<file path="src/logic/scgcr_pkg.sv">
// Purpose: Shared constants and types for the service class group congestion register bank.
// Assumes: APB with 32-bit data, one aligned word per register.
// Notes: Printed offsets are word indices; byte address is four times the index.
package scgcr_pkg;

  // ----------------------------------------
  // Register map
  // ----------------------------------------
  localparam logic [23:0] SCGCR_IDX_RX32_CFG = 24'h1f0016;
  localparam logic [23:0] SCGCR_IDX_RX32_ST = 24'h1f0017;
  localparam logic [23:0] SCGCR_IDX_RX48_CFG = 24'h1f0018;
  localparam logic [23:0] SCGCR_IDX_RX48_ST = 24'h1f0019;
  localparam logic [23:0] SCGCR_IDX_TX4_CFG = 24'h1f001a;
  localparam logic [23:0] SCGCR_IDX_TX4_ST = 24'h1f001b;
  localparam logic [23:0] SCGCR_IDX_CTRL = 24'h1f0030;
  localparam logic [23:0] SCGCR_IDX_IRQ_ST = 24'h1f0031;
  localparam logic [23:0] SCGCR_IDX_IRQ_MASK = 24'h1f0032;

  // ----------------------------------------
  // Field positions and reset values
  // ----------------------------------------
  localparam int SCGCR_MAX_LSB = 12;
  localparam int SCGCR_CONG_LSB = 8;
  localparam int SCGCR_AT_MAX_BIT = 19;
  localparam int SCGCR_NEAR_BIT = 18;
  localparam int SCGCR_OVER_BIT = 17;
  localparam int SCGCR_CONGESTED_BIT = 16;
  localparam int SCGCR_RSVD_BIT = 15;
  localparam int SCGCR_DEPTH_W = 15;
  localparam int SCGCR_CTRL_RX_EN = 0;
  localparam int SCGCR_CTRL_TX_EN = 1;
  localparam int SCGCR_CTRL_RX_NOHYS = 2;
  localparam int SCGCR_CTRL_TX_NOHYS = 3;
  localparam int SCGCR_CTRL_RX_ALT = 4;
  localparam int SCGCR_CTRL_TX_ALT = 5;
  localparam int SCGCR_CTRL_SWRST = 6;
  localparam logic [3:0] SCGCR_CODE_RST = 4'h0;
  localparam logic [14:0] SCGCR_DEPTH_RST = 15'h0000;
  localparam logic [6:0] SCGCR_CTRL_RST = 7'h00;
  localparam int SCGCR_NGRP = 3;

  // ----------------------------------------
  // Types
  // ----------------------------------------
  typedef struct packed {
    logic [3:0] max_code;
    logic [3:0] cong_code;
  } scgcr_cfg_t;

  typedef struct packed {
    logic at_maximum;
    logic near_congestion;
    logic over_threshold;
    logic congested_flag;
    logic [14:0] queue_depth;
  } scgcr_state_t;

  typedef struct packed {
    logic inc;
    logic dec;
  } scgcr_qev_t;

  typedef enum logic [1:0] {
    SCGCR_BUS_IDLE = 2'b00,
    SCGCR_BUS_ACCESS = 2'b01
  } scgcr_bus_t;

  // Depth threshold from a 4-bit code: exponent form is 2^code, alternate form is 3*2^(code-1).
  function automatic logic [15:0] scgcr_code_depth(input logic [3:0] code, input logic alt);
    logic [15:0] p;
    p = 16'h0001 << code;
    if (alt && code != 4'h0) begin
      scgcr_code_depth = p | (p >> 1);
    end else begin
      scgcr_code_depth = p;
    end
  endfunction

  // Service class membership of each group: 0 rx lower 32, 1 rx lower 48, 2 tx lower 4.
  function automatic logic scgcr_member(input int grp, input logic [5:0] sc);
    case (grp)
      0: scgcr_member = (sc[4] == 1'b1);
      1: scgcr_member = (sc[4:3] != 2'b00);
      2: scgcr_member = (sc[2:1] == 2'b11) && (sc[5:4] == 2'b00);
      default: scgcr_member = 1'b0;
    endcase
  endfunction

endpackage

</file>
<file path="src/logic/scgcr_apb_if.sv">
// Purpose: APB slave front end of the congestion register bank.
// Assumes: One-cycle setup, zero wait states in the access phase.
// Notes: Produces one-cycle write and read strobes at the access edge.
`timescale 1ns/1ps
module scgcr_apb_if
  import scgcr_pkg::*;
(
  // Clock and reset
  input wire logic mclk,
  input wire logic rstn,
  // APB
  input wire logic psel,
  input wire logic penable,
  input wire logic pwrite,
  input wire logic [31:0] paddr,
  input wire logic [31:0] pwdata,
  output logic pready,
  output logic pslverr,
  // Register side
  output logic wr_stb,
  output logic rd_stb,
  output logic [23:0] reg_idx,
  output logic [31:0] wr_data
);

  typedef struct packed {
    scgcr_bus_t st;
  } scgcr_apbst_t;

  scgcr_apbst_t s_q, s_d;

  always_comb begin
    s_d = s_q;
    case (s_q.st)
      SCGCR_BUS_IDLE: begin
        if (psel && !penable) begin
          s_d.st = SCGCR_BUS_ACCESS;
        end
      end
      SCGCR_BUS_ACCESS: begin
        s_d.st = SCGCR_BUS_IDLE;
      end
      default: s_d.st = SCGCR_BUS_IDLE;
    endcase
  end

  always_ff @(posedge mclk) begin
    if (!rstn) begin
      s_q <= '{st: SCGCR_BUS_IDLE};
    end else begin
      s_q <= s_d;
    end
  end

  // Zero wait states keep the register bank simple; every access answers at once.
  assign pready = 1'b1;
  assign pslverr = 1'b0;
  assign wr_stb = psel && penable && pwrite;
  assign rd_stb = psel && penable && !pwrite;
  assign reg_idx = paddr[25:2];
  assign wr_data = pwdata;

  pready_high_a: assert property (@(posedge mclk) disable iff (!rstn) psel && penable |-> pready)
    else $error("access phase without ready");

endmodule

</file>
<file path="src/logic/scgcr_group.sv">
// Purpose: One service class group: depth counter and congestion flags.
// Assumes: Enqueue and dequeue events come from the queue engine on mclk.
// Notes: Flags are registered from the depth after each update.
`timescale 1ns/1ps
module scgcr_group
  import scgcr_pkg::*;
(
  // Clock and reset
  input wire logic mclk,
  input wire logic rstn,
  // Settings
  input wire scgcr_cfg_t cfg,
  input wire logic limit_en,
  input wire logic no_hyst,
  input wire logic alt_enc,
  // Depth events and software load
  input wire scgcr_qev_t qev,
  input wire logic depth_wr,
  input wire logic [14:0] depth_wdata,
  // Outputs
  output scgcr_state_t state,
  output logic refuse,
  output logic at_max_rise
);

  typedef struct packed {
    scgcr_state_t st;
  } scgcr_grpst_t;

  scgcr_grpst_t g_q, g_d;
  logic [15:0] cong_lvl, near_lvl, max_lvl, dep;
  logic [14:0] nd;

  always_comb begin
    g_d = g_q;
    dep = {1'b0, g_q.st.queue_depth};
    max_lvl = scgcr_code_depth(cfg.max_code, alt_enc);
    cong_lvl = scgcr_code_depth(cfg.cong_code, alt_enc);
    near_lvl = scgcr_code_depth(cfg.cong_code - ((cfg.cong_code != 4'h0) ? 4'h1 : 4'h0), alt_enc);
    nd = g_q.st.queue_depth;
    if (depth_wr) begin
      nd = depth_wdata;
    end else if (qev.inc && !qev.dec && !refuse && nd != 15'h7fff) begin
      nd = nd + 15'h0001;
    end else if (qev.dec && !qev.inc && nd != 15'h0000) begin
      nd = nd - 15'h0001;
    end
    g_d.st.queue_depth = nd; // RQ12 RQ17
    dep = {1'b0, nd};
    g_d.st.at_maximum = limit_en && (dep >= max_lvl); // RQ8
    g_d.st.near_congestion = dep > near_lvl; // RQ9
    g_d.st.over_threshold = dep > cong_lvl; // RQ10
    // Hysteresis holds congestion until depth falls to the level one code lower.
    if (no_hyst || !g_q.st.congested_flag) begin
      g_d.st.congested_flag = limit_en && (dep > cong_lvl); // RQ11
    end else begin
      g_d.st.congested_flag = limit_en && (dep > near_lvl); // RQ11
    end
  end

  always_ff @(posedge mclk) begin
    if (!rstn) begin
      g_q <= '0; // RQ16
    end else begin
      g_q <= g_d;
    end
  end

  assign state = g_q.st;
  assign refuse = limit_en && g_q.st.at_maximum; // RQ3 RQ4
  assign at_max_rise = g_d.st.at_maximum && !g_q.st.at_maximum;

  no_limit_flags_a: assert property (@(posedge mclk) disable iff (!rstn)
    !limit_en ##1 !limit_en |-> !state.congested_flag && !state.at_maximum) // RQ3
    else $error("flag set with limits disabled");
  refused_hold_a: assert property (@(posedge mclk) disable iff (!rstn)
    refuse && qev.inc && !qev.dec && !depth_wr |=> state.queue_depth == $past(state.queue_depth)) // RQ8
    else $error("depth grew past maximum");
  over_tracks_a: assert property (@(posedge mclk) disable iff (!rstn)
    ##1 state.over_threshold == ({1'b0, state.queue_depth} > scgcr_code_depth(cfg.cong_code, alt_enc))
    || $changed(cfg) || $changed(alt_enc)) // RQ10
    else $error("over threshold flag wrong");
  near_implied_a: assert property (@(posedge mclk) disable iff (!rstn)
    state.over_threshold && $stable(cfg) && $stable(alt_enc) |-> state.near_congestion) // RQ9
    else $error("near flag missing");
  depth_load_a: assert property (@(posedge mclk) disable iff (!rstn)
    depth_wr |=> state.queue_depth == $past(depth_wdata)) // RQ12
    else $error("depth load lost");

endmodule

</file>
<file path="src/logic/scgcr_top.sv">
// Purpose: Congestion register bank for three service class groups on APB.
// Assumes: mclk 100 MHz, rstn synchronous active low, queue engine on mclk.
// Notes: Control and interrupt words sit at locally chosen indices.
//
// Function
// RQ1 - Config bits 15:12 hold the group maximum depth code.
// RQ2 - Config bits 11:8 hold the group congestion depth code.
// RQ3 - Receive group limits act only while receive limit enable is one.
// RQ4 - Transmit group limits act only while transmit limit enable is one.
// RQ5 - Receive lower 32 group counts classes 16-31 and 48-63.
// RQ6 - Receive lower 48 group counts classes 8-31 and 40-63.
// RQ7 - Transmit lower 4 group counts classes 6-7 and 14-15.
// RQ8 - State bit 19 shows maximum congestion, read only, resets zero.
// RQ9 - State bit 18 shows depth above the level one code below congestion.
// RQ10 - State bit 17 shows depth above the congestion code level.
// RQ11 - State bit 16 congestion from code, hysteresis and encoding settings.
// RQ12 - State bits 14:0 give the 15-bit current depth, reset zero.
// RQ13 - Software zeroes the depth field whenever it asserts software reset.
// RQ14 - Software writes zero to state bit 15 during software reset.
// RQ15 - Software writes zeros to all unused config and state bits.
// RQ16 - All config and state registers reset to zero.
// RQ17 - Depth and flags follow enqueues and dequeues of member classes.
`timescale 1ns/1ps
module scgcr_top
  import scgcr_pkg::*;
(
  // Clock and reset
  input wire logic mclk,
  input wire logic rstn,
  // APB
  input wire logic psel,
  input wire logic penable,
  input wire logic pwrite,
  input wire logic [31:0] paddr,
  input wire logic [31:0] pwdata,
  output logic [31:0] prdata,
  output logic pready,
  output logic pslverr,
  // Receive queue engine events
  input wire logic rx_enq,
  input wire logic rx_deq,
  input wire logic [5:0] rx_class,
  // Transmit queue engine events
  input wire logic tx_enq,
  input wire logic tx_deq,
  input wire logic [5:0] tx_class,
  // Admission answers
  output logic rx_refuse,
  output logic tx_refuse,
  // Interrupt
  output logic irq
);

  // ----------------------------------------
  // Bus front end
  // ----------------------------------------
  logic wr_stb, rd_stb;
  logic [23:0] reg_idx;
  logic [31:0] wr_data;

  scgcr_apb_if u_apb (
    .mclk(mclk),
    .rstn(rstn),
    .psel(psel),
    .penable(penable),
    .pwrite(pwrite),
    .paddr(paddr),
    .pwdata(pwdata),
    .pready(pready),
    .pslverr(pslverr),
    .wr_stb(wr_stb),
    .rd_stb(rd_stb),
    .reg_idx(reg_idx),
    .wr_data(wr_data)
  );

  // ----------------------------------------
  // Register state
  // ----------------------------------------
  typedef struct packed {
    scgcr_cfg_t [SCGCR_NGRP-1:0] cfg;
    logic [6:0] ctrl;
    logic [SCGCR_NGRP-1:0] irq_st;
    logic [SCGCR_NGRP-1:0] irq_mask;
    logic [31:0] rdata;
  } scgcr_regs_t;

  scgcr_regs_t r_q, r_d;

  scgcr_state_t [SCGCR_NGRP-1:0] gst;
  logic [SCGCR_NGRP-1:0] grefuse, grise, dwr;
  scgcr_qev_t [SCGCR_NGRP-1:0] qev;
  logic [SCGCR_NGRP-1:0] gen, gnohys, galt;

  function automatic logic [23:0] scgcr_cfg_idx(input int g);
    case (g)
      0: scgcr_cfg_idx = SCGCR_IDX_RX32_CFG;
      1: scgcr_cfg_idx = SCGCR_IDX_RX48_CFG;
      default: scgcr_cfg_idx = SCGCR_IDX_TX4_CFG;
    endcase
  endfunction

  function automatic logic [23:0] scgcr_st_idx(input int g);
    case (g)
      0: scgcr_st_idx = SCGCR_IDX_RX32_ST;
      1: scgcr_st_idx = SCGCR_IDX_RX48_ST;
      default: scgcr_st_idx = SCGCR_IDX_TX4_ST;
    endcase
  endfunction

  // ----------------------------------------
  // Groups
  // ----------------------------------------
  genvar gi;
  generate
    for (gi = 0; gi < SCGCR_NGRP; gi++) begin : g_grp
      if (gi < 2) begin : g_rx
        assign gen[gi] = r_q.ctrl[SCGCR_CTRL_RX_EN]; // RQ3
        assign gnohys[gi] = r_q.ctrl[SCGCR_CTRL_RX_NOHYS];
        assign galt[gi] = r_q.ctrl[SCGCR_CTRL_RX_ALT];
        assign qev[gi].inc = rx_enq && scgcr_member(gi, rx_class); // RQ5 RQ6
        assign qev[gi].dec = rx_deq && scgcr_member(gi, rx_class); // RQ5 RQ6
      end else begin : g_tx
        assign gen[gi] = r_q.ctrl[SCGCR_CTRL_TX_EN]; // RQ4
        assign gnohys[gi] = r_q.ctrl[SCGCR_CTRL_TX_NOHYS];
        assign galt[gi] = r_q.ctrl[SCGCR_CTRL_TX_ALT];
        assign qev[gi].inc = tx_enq && scgcr_member(gi, tx_class); // RQ7
        assign qev[gi].dec = tx_deq && scgcr_member(gi, tx_class); // RQ7
      end
      assign dwr[gi] = wr_stb && reg_idx == scgcr_st_idx(gi);
      scgcr_group u_grp (
        .mclk(mclk),
        .rstn(rstn),
        .cfg(r_q.cfg[gi]),
        .limit_en(gen[gi]),
        .no_hyst(gnohys[gi]),
        .alt_enc(galt[gi]),
        .qev(qev[gi]),
        .depth_wr(dwr[gi]),
        .depth_wdata(wr_data[SCGCR_DEPTH_W-1:0]),
        .state(gst[gi]),
        .refuse(grefuse[gi]),
        .at_max_rise(grise[gi])
      );
    end
  endgenerate

  // A receive cell is refused when any group that holds its class is full.
  assign rx_refuse = (grefuse[0] && scgcr_member(0, rx_class)) || (grefuse[1] && scgcr_member(1, rx_class));
  assign tx_refuse = grefuse[2] && scgcr_member(2, tx_class);

  // ----------------------------------------
  // Register access
  // ----------------------------------------
  always_comb begin
    r_d = r_q;
    // Set wins over a write-one clear in the same cycle.
    if (wr_stb && reg_idx == SCGCR_IDX_IRQ_ST) begin
      r_d.irq_st = r_q.irq_st & ~wr_data[SCGCR_NGRP-1:0];
    end
    r_d.irq_st = r_d.irq_st | grise;
    if (wr_stb) begin
      for (int g = 0; g < SCGCR_NGRP; g++) begin
        if (reg_idx == scgcr_cfg_idx(g)) begin
          r_d.cfg[g].max_code = wr_data[SCGCR_MAX_LSB +: 4]; // RQ1
          r_d.cfg[g].cong_code = wr_data[SCGCR_CONG_LSB +: 4]; // RQ2
        end
      end
      if (reg_idx == SCGCR_IDX_CTRL) begin
        r_d.ctrl = wr_data[6:0];
      end
      if (reg_idx == SCGCR_IDX_IRQ_MASK) begin
        r_d.irq_mask = wr_data[SCGCR_NGRP-1:0];
      end
    end
    if (rd_stb) begin
      r_d.rdata = 32'h0000_0000;
      for (int g = 0; g < SCGCR_NGRP; g++) begin
        if (reg_idx == scgcr_cfg_idx(g)) begin
          r_d.rdata = {16'h0000, r_q.cfg[g], 8'h00};
        end
        if (reg_idx == scgcr_st_idx(g)) begin
          r_d.rdata = {12'h000, gst[g][18:15], 1'b0, gst[g].queue_depth}; // RQ8 RQ12
        end
      end
      if (reg_idx == SCGCR_IDX_CTRL) begin
        r_d.rdata = {25'h0000000, r_q.ctrl};
      end
      if (reg_idx == SCGCR_IDX_IRQ_ST) begin
        r_d.rdata = {29'h00000000, r_q.irq_st};
      end
      if (reg_idx == SCGCR_IDX_IRQ_MASK) begin
        r_d.rdata = {29'h00000000, r_q.irq_mask};
      end
    end
  end

  always_ff @(posedge mclk) begin
    if (!rstn) begin
      r_q <= '0; // RQ16
    end else begin
      r_q <= r_d;
    end
  end

  // Read data comes straight from the next-state copy, so it stands during the access cycle.
  assign prdata = r_d.rdata;
  assign irq = |(r_q.irq_st & r_q.irq_mask);

  cfg_write_a: assert property (@(posedge mclk) disable iff (!rstn)
    wr_stb && reg_idx == SCGCR_IDX_RX32_CFG |=> r_q.cfg[0].max_code == $past(wr_data[15:12])) // RQ1
    else $error("max code not stored");
  cong_write_a: assert property (@(posedge mclk) disable iff (!rstn)
    wr_stb && reg_idx == SCGCR_IDX_TX4_CFG |=> r_q.cfg[2].cong_code == $past(wr_data[11:8])) // RQ2
    else $error("congestion code not stored");
  tx_gate_a: assert property (@(posedge mclk) disable iff (!rstn)
    !r_q.ctrl[SCGCR_CTRL_TX_EN] |-> !tx_refuse) // RQ4
    else $error("transmit refused while disabled");
  rx32_member_a: assert property (@(posedge mclk) disable iff (!rstn)
    rx_class == 6'h2f |-> !qev[0].inc && qev[1].inc == rx_enq) // RQ5
    else $error("class 47 membership wrong");
  rx48_member_a: assert property (@(posedge mclk) disable iff (!rstn)
    rx_class == 6'h08 |-> !qev[0].inc && qev[1].inc == rx_enq) // RQ6
    else $error("class 8 membership wrong");
  tx4_member_a: assert property (@(posedge mclk) disable iff (!rstn)
    tx_class == 6'h05 |-> !qev[2].inc) // RQ7
    else $error("class 5 in transmit group");
  irq_sticky_a: assert property (@(posedge mclk) disable iff (!rstn)
    grise[0] |=> r_q.irq_st[0]) // RQ17
    else $error("event lost");
  reset_zero_a: assert property (@(posedge mclk)
    !rstn |=> r_q.ctrl == 7'h00 && gst[0].queue_depth == 15'h0000) // RQ16
    else $error("not zero after reset");

endmodule

</file>
<file path="config.mk">
export PLATFORM = sky130hd
export DESIGN_NAME = scgcr_top
export DESIGN_NICKNAME = d
export VERILOG_FILES = /design/src/logic/scgcr_pkg.sv /design/src/logic/scgcr_apb_if.sv /design/src/logic/scgcr_group.sv /design/src/logic/scgcr_top.sv
export SDC_FILE = /design/constraint.sdc
export NUM_CORES = 1
export LEC_CHECK = 0
export BUFFER_PORTS_ARGS = -buffer_cell sky130_fd_sc_hd__buf_2
export CORE_MARGIN = 2
export CORE_UTILIZATION = 28
export CTS_BUF_LIST = sky130_fd_sc_hd__clkbuf_2
export CTS_CLUSTER_SIZE = 20
export DETAILED_ROUTE_END_ITERATION = 12
export PLACE_DENSITY_LB_ADDON = 0.3
export SYNTH_ARGS = -nofsm -noshare
export SYNTH_HDL_FRONTEND = slang
export SYNTH_SLANG_ARGS = --single-unit
</file>
<file path="constraint.sdc">
create_clock -name mclk -period 5.15 [get_ports mclk]
set_input_delay 1.03 -clock mclk [delete_from_list [all_inputs] [get_ports mclk]]
set_output_delay 1.03 -clock mclk [all_outputs]
set_load 0.005 [all_outputs]
</file>
After elaboration in Yosys (flattened, before gate mapping) --
Cells that the tools add are included.
Cells by class: add/sub/neg operators 9, $mul 0, divide/modulo/power cells 0, $lt $le $gt $ge 9, eq/ne operators 19, shift-type cells 9, muxes and demuxes 44, bitwise gates (word level) 13, reductions and logical operators 96
Operators by type and width (number):
- $mux W32 | 9
- $eq A24 B24 Y1 | 9
- $mux W24 | 9
- $mux W16 | 10
- $eq A24 B21 Y1 const B | 6
- $or A16 B15 Y16 | 9
- $shl A1 B4 Y16 const A | 9
- $mux W15 | 9
- $gt A15 B16 Y1 | 6
- $logic_and A1 B1 Y1 | 56
- $ge A15 B16 Y1 | 3
- $add A15 B1 Y15 const B | 3
- $ne A15 B15 Y1 const B | 3
- $reduce_bool A15 Y1 | 3
- $sub A15 B1 Y15 const B | 3
- $reduce_bool A4 Y1 | 9
- $logic_not A1 Y1 | 16
- $sub A4 B4 Y4 | 3
- $reduce_and A2 Y1 | 5
- $and A3 B3 Y3 | 2
- $mux W1 | 6
- $logic_or A1 B1 Y1 | 4
- $mux W3 | 1
- $not A3 Y3 | 1
- 5 further kinds | 5
Storage, ports and cells: flip-flop bits (word level) 126, latch bits 0, RAM bits 0, memory bits (read-only) 0, bits of input ports 85, output and inout port bits 37, memories kept 0

Logic depth before layout (Yosys ltp) --
depth in word-level cells 14, gate-level depth with buffers 21, depth with buffers taken out 21

Modules after synthesis --
Synthesis repeated with hierarchy kept, for this count alone.
Second synthesis, totals: cell total of the unflattened synthesis 1784, area total of the unflattened synthesis 13459.2 um^2
Modules (own cells, without submodules):
- scgcr_top | instances 1, cells each 531, area each 4347.9 um^2
- scgcr_group at g_grp[1].u_grp | instances 1, cells each 402, area each 2924.1 um^2
- scgcr_group at g_grp[0].u_grp | instances 1, cells each 391, area each 2876.5 um^2
- scgcr_group at g_grp[2].u_grp | instances 1, cells each 398, area each 2851.5 um^2
- scgcr_apb_if | instances 1, cells each 62, area each 459.2 um^2

Worst setup path after synthesis --
Ideal clock, no wire load.
path type input to register, start input paddr[9], end register r_q[36] in the netlist's numbering, setup time 0.117 ns, arrival time 4.723 ns, required time 5.033 ns, slack 0.310 ns, stages on the path 17, cells stage by stage or4b_1 -> nor4_1 -> and2_1 -> clkbuf_1 -> clkbuf_1 -> nor2_1 -> a21oi_1 -> ha_1 -> nand2b_1 -> a21o_1 -> a21o_1 -> a21o_1 -> a211o_1 -> a21oi_1 -> o21ai_0 -> a31o_2 -> a32o_1
Between the ends: word-level cells in the longest chain between the ends 7
Ends and longest elaborated chain:
- start, declared | RTL line scgcr_top.sv:34 | input wire logic [31:0] paddr,
- $eq A24 B21 Y1 | RTL line scgcr_top.sv:130 | assign dwr[gi] = wr_stb && reg_idx == scgcr_st_idx(gi);
- $logic_and A1 B1 Y1 | RTL line scgcr_top.sv:130
- $mux W15 | RTL line scgcr_group.sv:41 | if (depth_wr) begin
- $ge A15 B16 Y1 | RTL line scgcr_group.sv:50 | g_d.st.at_maximum = limit_en && (dep >= max_lvl);
- $logic_and A1 B1 Y1 | RTL line scgcr_group.sv:50
- $logic_and A1 B1 Y1 | RTL line scgcr_group.sv:71 | assign at_max_rise = g_d.st.at_maximum && !g_q.st.at_maximum;
- $or A3 B3 Y3 * | RTL line scgcr_top.sv:161 | r_d.irq_st = r_d.irq_st | grise;
- end signal, assigned | RTL line scgcr_top.sv:202 | r_q <= r_d;
- end, declared | RTL line scgcr_top.sv:88 | scgcr_regs_t r_q, r_d;
Every way passes the cells marked *; elsewhere a longest branch is shown, timed or not. A chain may end at the register's enable or synchronous reset.

Worst setup path after layout --
start input paddr[23], end output prdata[12]
Between the ends: word-level cells in the longest chain between the ends 11
Ends and longest elaborated chain:
- $eq A24 B24 Y1 | RTL line scgcr_top.sv:179 | if (reg_idx == scgcr_cfg_idx(g)) begin
- $mux W16 | RTL line scgcr_top.sv:179
- $mux W32 | RTL line scgcr_top.sv:182 | if (reg_idx == scgcr_st_idx(g)) begin
- $mux W32 | RTL line scgcr_top.sv:179
- $mux W32 | RTL line scgcr_top.sv:182
- $mux W32 | RTL line scgcr_top.sv:179
- $mux W32 | RTL line scgcr_top.sv:182
- $mux W32 | RTL line scgcr_top.sv:186 | if (reg_idx == SCGCR_IDX_CTRL) begin
- $mux W32 | RTL line scgcr_top.sv:189 | if (reg_idx == SCGCR_IDX_IRQ_ST) begin
- $mux W32 * | RTL line scgcr_top.sv:192 | if (reg_idx == SCGCR_IDX_IRQ_MASK) begin
- $mux W32 * | RTL line scgcr_top.sv:176 | if (rd_stb) begin
- end, declared | RTL line scgcr_top.sv:36 | output logic [31:0] prdata,
Marked as above.

==> impl_metrics.tcl <==
set metrics [dict create \
    grt_use_total 0.204 \
    tightest_slew_ns 1.01 \
    grt_start_max_net_pins 75 \
    reg2reg_to "g_grp[2].u_grp.state[17]" \
    synth_top_family_by_area "simple AND/OR/NAND/NOR gates" \
    cp.arrival_ns 3.71 \
    muxShareOfSynthArea 0.00720 \
    mostFrequentLayoutCells "nand2_1, ha_1, dfxtp_1" \
    crit_type "primary input to output port" \
    seqPwrFrac 0.287 \
    synth-simple-area-share 0.324 \
    r2r-start "g_grp[2].u_grp.state[7]" \
    powerDensity_mw_per_mm2 299 \
    start_util 0.285 \
    viasPerCell 5.54 \
    finalHoldViolations 0 \
    synth-seq-cells 126 \
    synth_fa_ha_area_frac 0.152 \
    cts_sinks 126 \
    combPwrFrac 0.570 \
    p_switching_w 0.00172 \
    rows 75 \
    clkPwrFrac 0.143 \
    layout_commonest_cell "nand2_1" \
    fin_tns_setup_ns 0 \
    finalWirelength_um 46000 \
    cts_tree "yes" \
    syn_inst 1659 \
    firstDrtPassIters 6 \
    multi_input_area_sq_mm 0.00876 \
    vias 12669 \
    grt_pass1_wl_um 69200 \
    worstSkewPairLatency_ns 0.74 \
    clock_path_buffers 2 \
    start_kind "primary input" \
    internal_power_w 0.00229 \
    synth_flop_cell "dfxtp_1" \
    crit_required_ns 4.12 \
    cts_buffers 17 \
    syn_avg_cell_area_sq_um 7.23 \
    synth_enable_flop_cells 0 \
    synth-compound-area-share 0.206 \
    hold_slack_ns 0.471 \
    root_buffer "clkbuf_2" \
    drtIter0Drc 1235 \
    dp.cells 2249 \
    fin_skew_ns 0.0458 \
    grt_pass1_vias 11838 \
    avgRoutedWirePerCell_um 20.1 \
    period_share 0.920 \
    synthToLayoutAreaGrowth_pct 12.0 \
    synthesis.area_sq_mm 0.0120 \
    worst_r2r_path_depth 18 \
    fmax_mhz 211 \
    async_flop_share 0 \
    period_needed_ns 4.74 \
    core_area_sq_mm 0.0421 \
    crit_path_end "prdata[12]" \
    ant_nets 0 \
    register_area_sq_mm 0.00252 \
    path_clk_slew_ns 0.18 \
    cap_violations 0 \
    gp_congestion 0.948 \
    yosys_warnings 0 \
    rrSetupSlack_ns 0.44 \
    fillCellCount 4527 \
    fin_total_pwr_w 0.00402 \
    io_pins 122 \
    die_w_um 211 \
    grt_overflow_total 0 \
    fin_cells 2285 \
    fin_nets 1960 \
    syn_nets 1887 \
    rsz0062_at_grt "no" \
    die_h_um 211 \
    status "completed" \
    io_buffer_count 89 \
    hold_buffers 0 \
    ys_seq_area_frac 0.210 \
    ys_types 78 \
    drcViolationCount 0 \
    htreeDepth 4 \
    antenna_found_initial 5 \
    maxSlewViolCount 0 \
    drive_gt1_frac 0.134 \
    hold_class "register to register" \
    slew_headroom 0.320 \
    p_leak_nw 5.53 \
    crit_path_end_kind "output port" \
    ir_worst_vdd_mv 0.164 \
    cp_max_fo 8 \
    dpl.hpwl_um 36100 \
    startpoint "paddr[23]" \
    setup_viol 0 \
    swShare 0.429 \
    dieArea_sq_mm 0.0445 \
    synth-xor-area-share 0.0380 \
]
==> registers in the layout (all words and copies together) (netlist names) <==
signal / count
gnohys: 2
r_q: 63
g_grp.u_grp.state: 57
gen: 2
galt: 2
==> worst max-delay path, cell delays in order <==
cell,delay (ns)
buf_2,0.10
nor4b_2,0.24
nand2_1,0.16
buf_4,0.21
or3_1,0.42
buf_4,0.18
or3_1,0.35
nor3_1,0.15
buf_4,0.21
a22oi_1,0.08
nand3_1,0.23
a22o_1,0.21
buf_2,0.13
==> power by group through the flow <==
stage	registers, W	logic [W]	clock network (W)
4_1_cts	0.00115	0.00225	0.000584
3_3_place_gp	0.00117	0.00218	0
3_5_place_dp	0.00117	0.00223	0
5_1_grt	0.00116	0.00255	0.000625
2_1_floorplan	0.00110	0.00144	0
6_report	0.00115	0.00229	0.000573
==> routing by layer <==
| metal | GRT usage | vias up | share of wire |
|---|---|---|---|
| li1 | - | 6104 | - |
| met1 | 0.276 | 5950 | 0.44 |
| met2 | 0.318 | 519 | 0.43 |
| met3 | 0.0416 | 92 | 0.091 |
| met4 | 0.0816 | 4 | 0.037 |
| met5 | 0 | - | 0.00046 |
==> final cells by class <==
cell class                      count  area share
Antenna cell                        2    0.000373
Clock buffer                       18     0.00671
Clock inverter                     13     0.00755
Inverter                           38      0.0106
Multi-Input combinational cell   1370       0.652
Sequential cell                   126       0.188
Tap cell                          539      0.0502
Timing Repair Buffer              179      0.0844
==> worst min path at each step <==
stage / from / to / cells after the start
after detailed placement: r_q[44] / r_q[44] / 2
after global placement: r_q[44] / r_q[44] / 2
after CTS: r_q[44] / r_q[44] / 2
final: r_q[44] / r_q[44] / 2
after global routing: r_q[44] / r_q[44] / 2
after floorplan: r_q[44] / r_q[44] / 2
==> synthesized netlist by cell type, types with 6 or more instances <==
master	instances	area [sq um]
nand2_1	289	1080
ha_1	143	1790
dfxtp_1	126	2520
a21oi_1	112	561
nor2_1	106	398
clkbuf_1	84	315
nand3_1	83	415
and2_1	81	507
o21ai_0	70	350
inv_1	37	139
nor3_1	36	180
a21o_1	34	255
buf_4	34	255
and3_1	33	206
nand4_1	32	200
nor2b_1	30	188
xnor2_1	28	245
nor4_1	24	150
xor2_1	24	210
a22oi_1	23	173
nand2b_1	17	106
a31oi_1	13	81.3
o211ai_1	13	97.6
a22o_1	10	87.6
or3_1	10	62.6
a211oi_1	9	67.6
a222oi_1	9	90.1
and4_1	9	78.8
a221oi_1	8	70.1
o21a_1	8	60.1
a41oi_1	6	52.6
nand3b_1	6	45.0
nor3b_1	6	45.0
o22ai_1	6	37.5
o31ai_1	6	45.0
==> metrics by stage <==
stage | instance area, sq um | util | setup slack, ns
after floorplan | 12000 | - | 0.310
after global placement | 13200 | 0.313 | -0.0200
after detailed placement | 13200 | 0.313 | -0.0227
after CTS | 13400 | 0.318 | 0.354
after global routing | 13400 | 0.319 | 0.124
final | 13400 | 0.319 | 0.412
==> timing repair <==
item	CTS	global route
endpoints found under the setup margin	0	4
setup buffers	0	3
gates resized for setup	0	2
==> logic make-up after synthesis <==
kind of cell / after synthesis
compound gates: 377
xor+xnor: 52
fa+ha+maj: 146
buf+inv: 163
flops: 126
mux: 7
other cells: 2
simple gates: 786
Power figures use the tool's default switching activity.
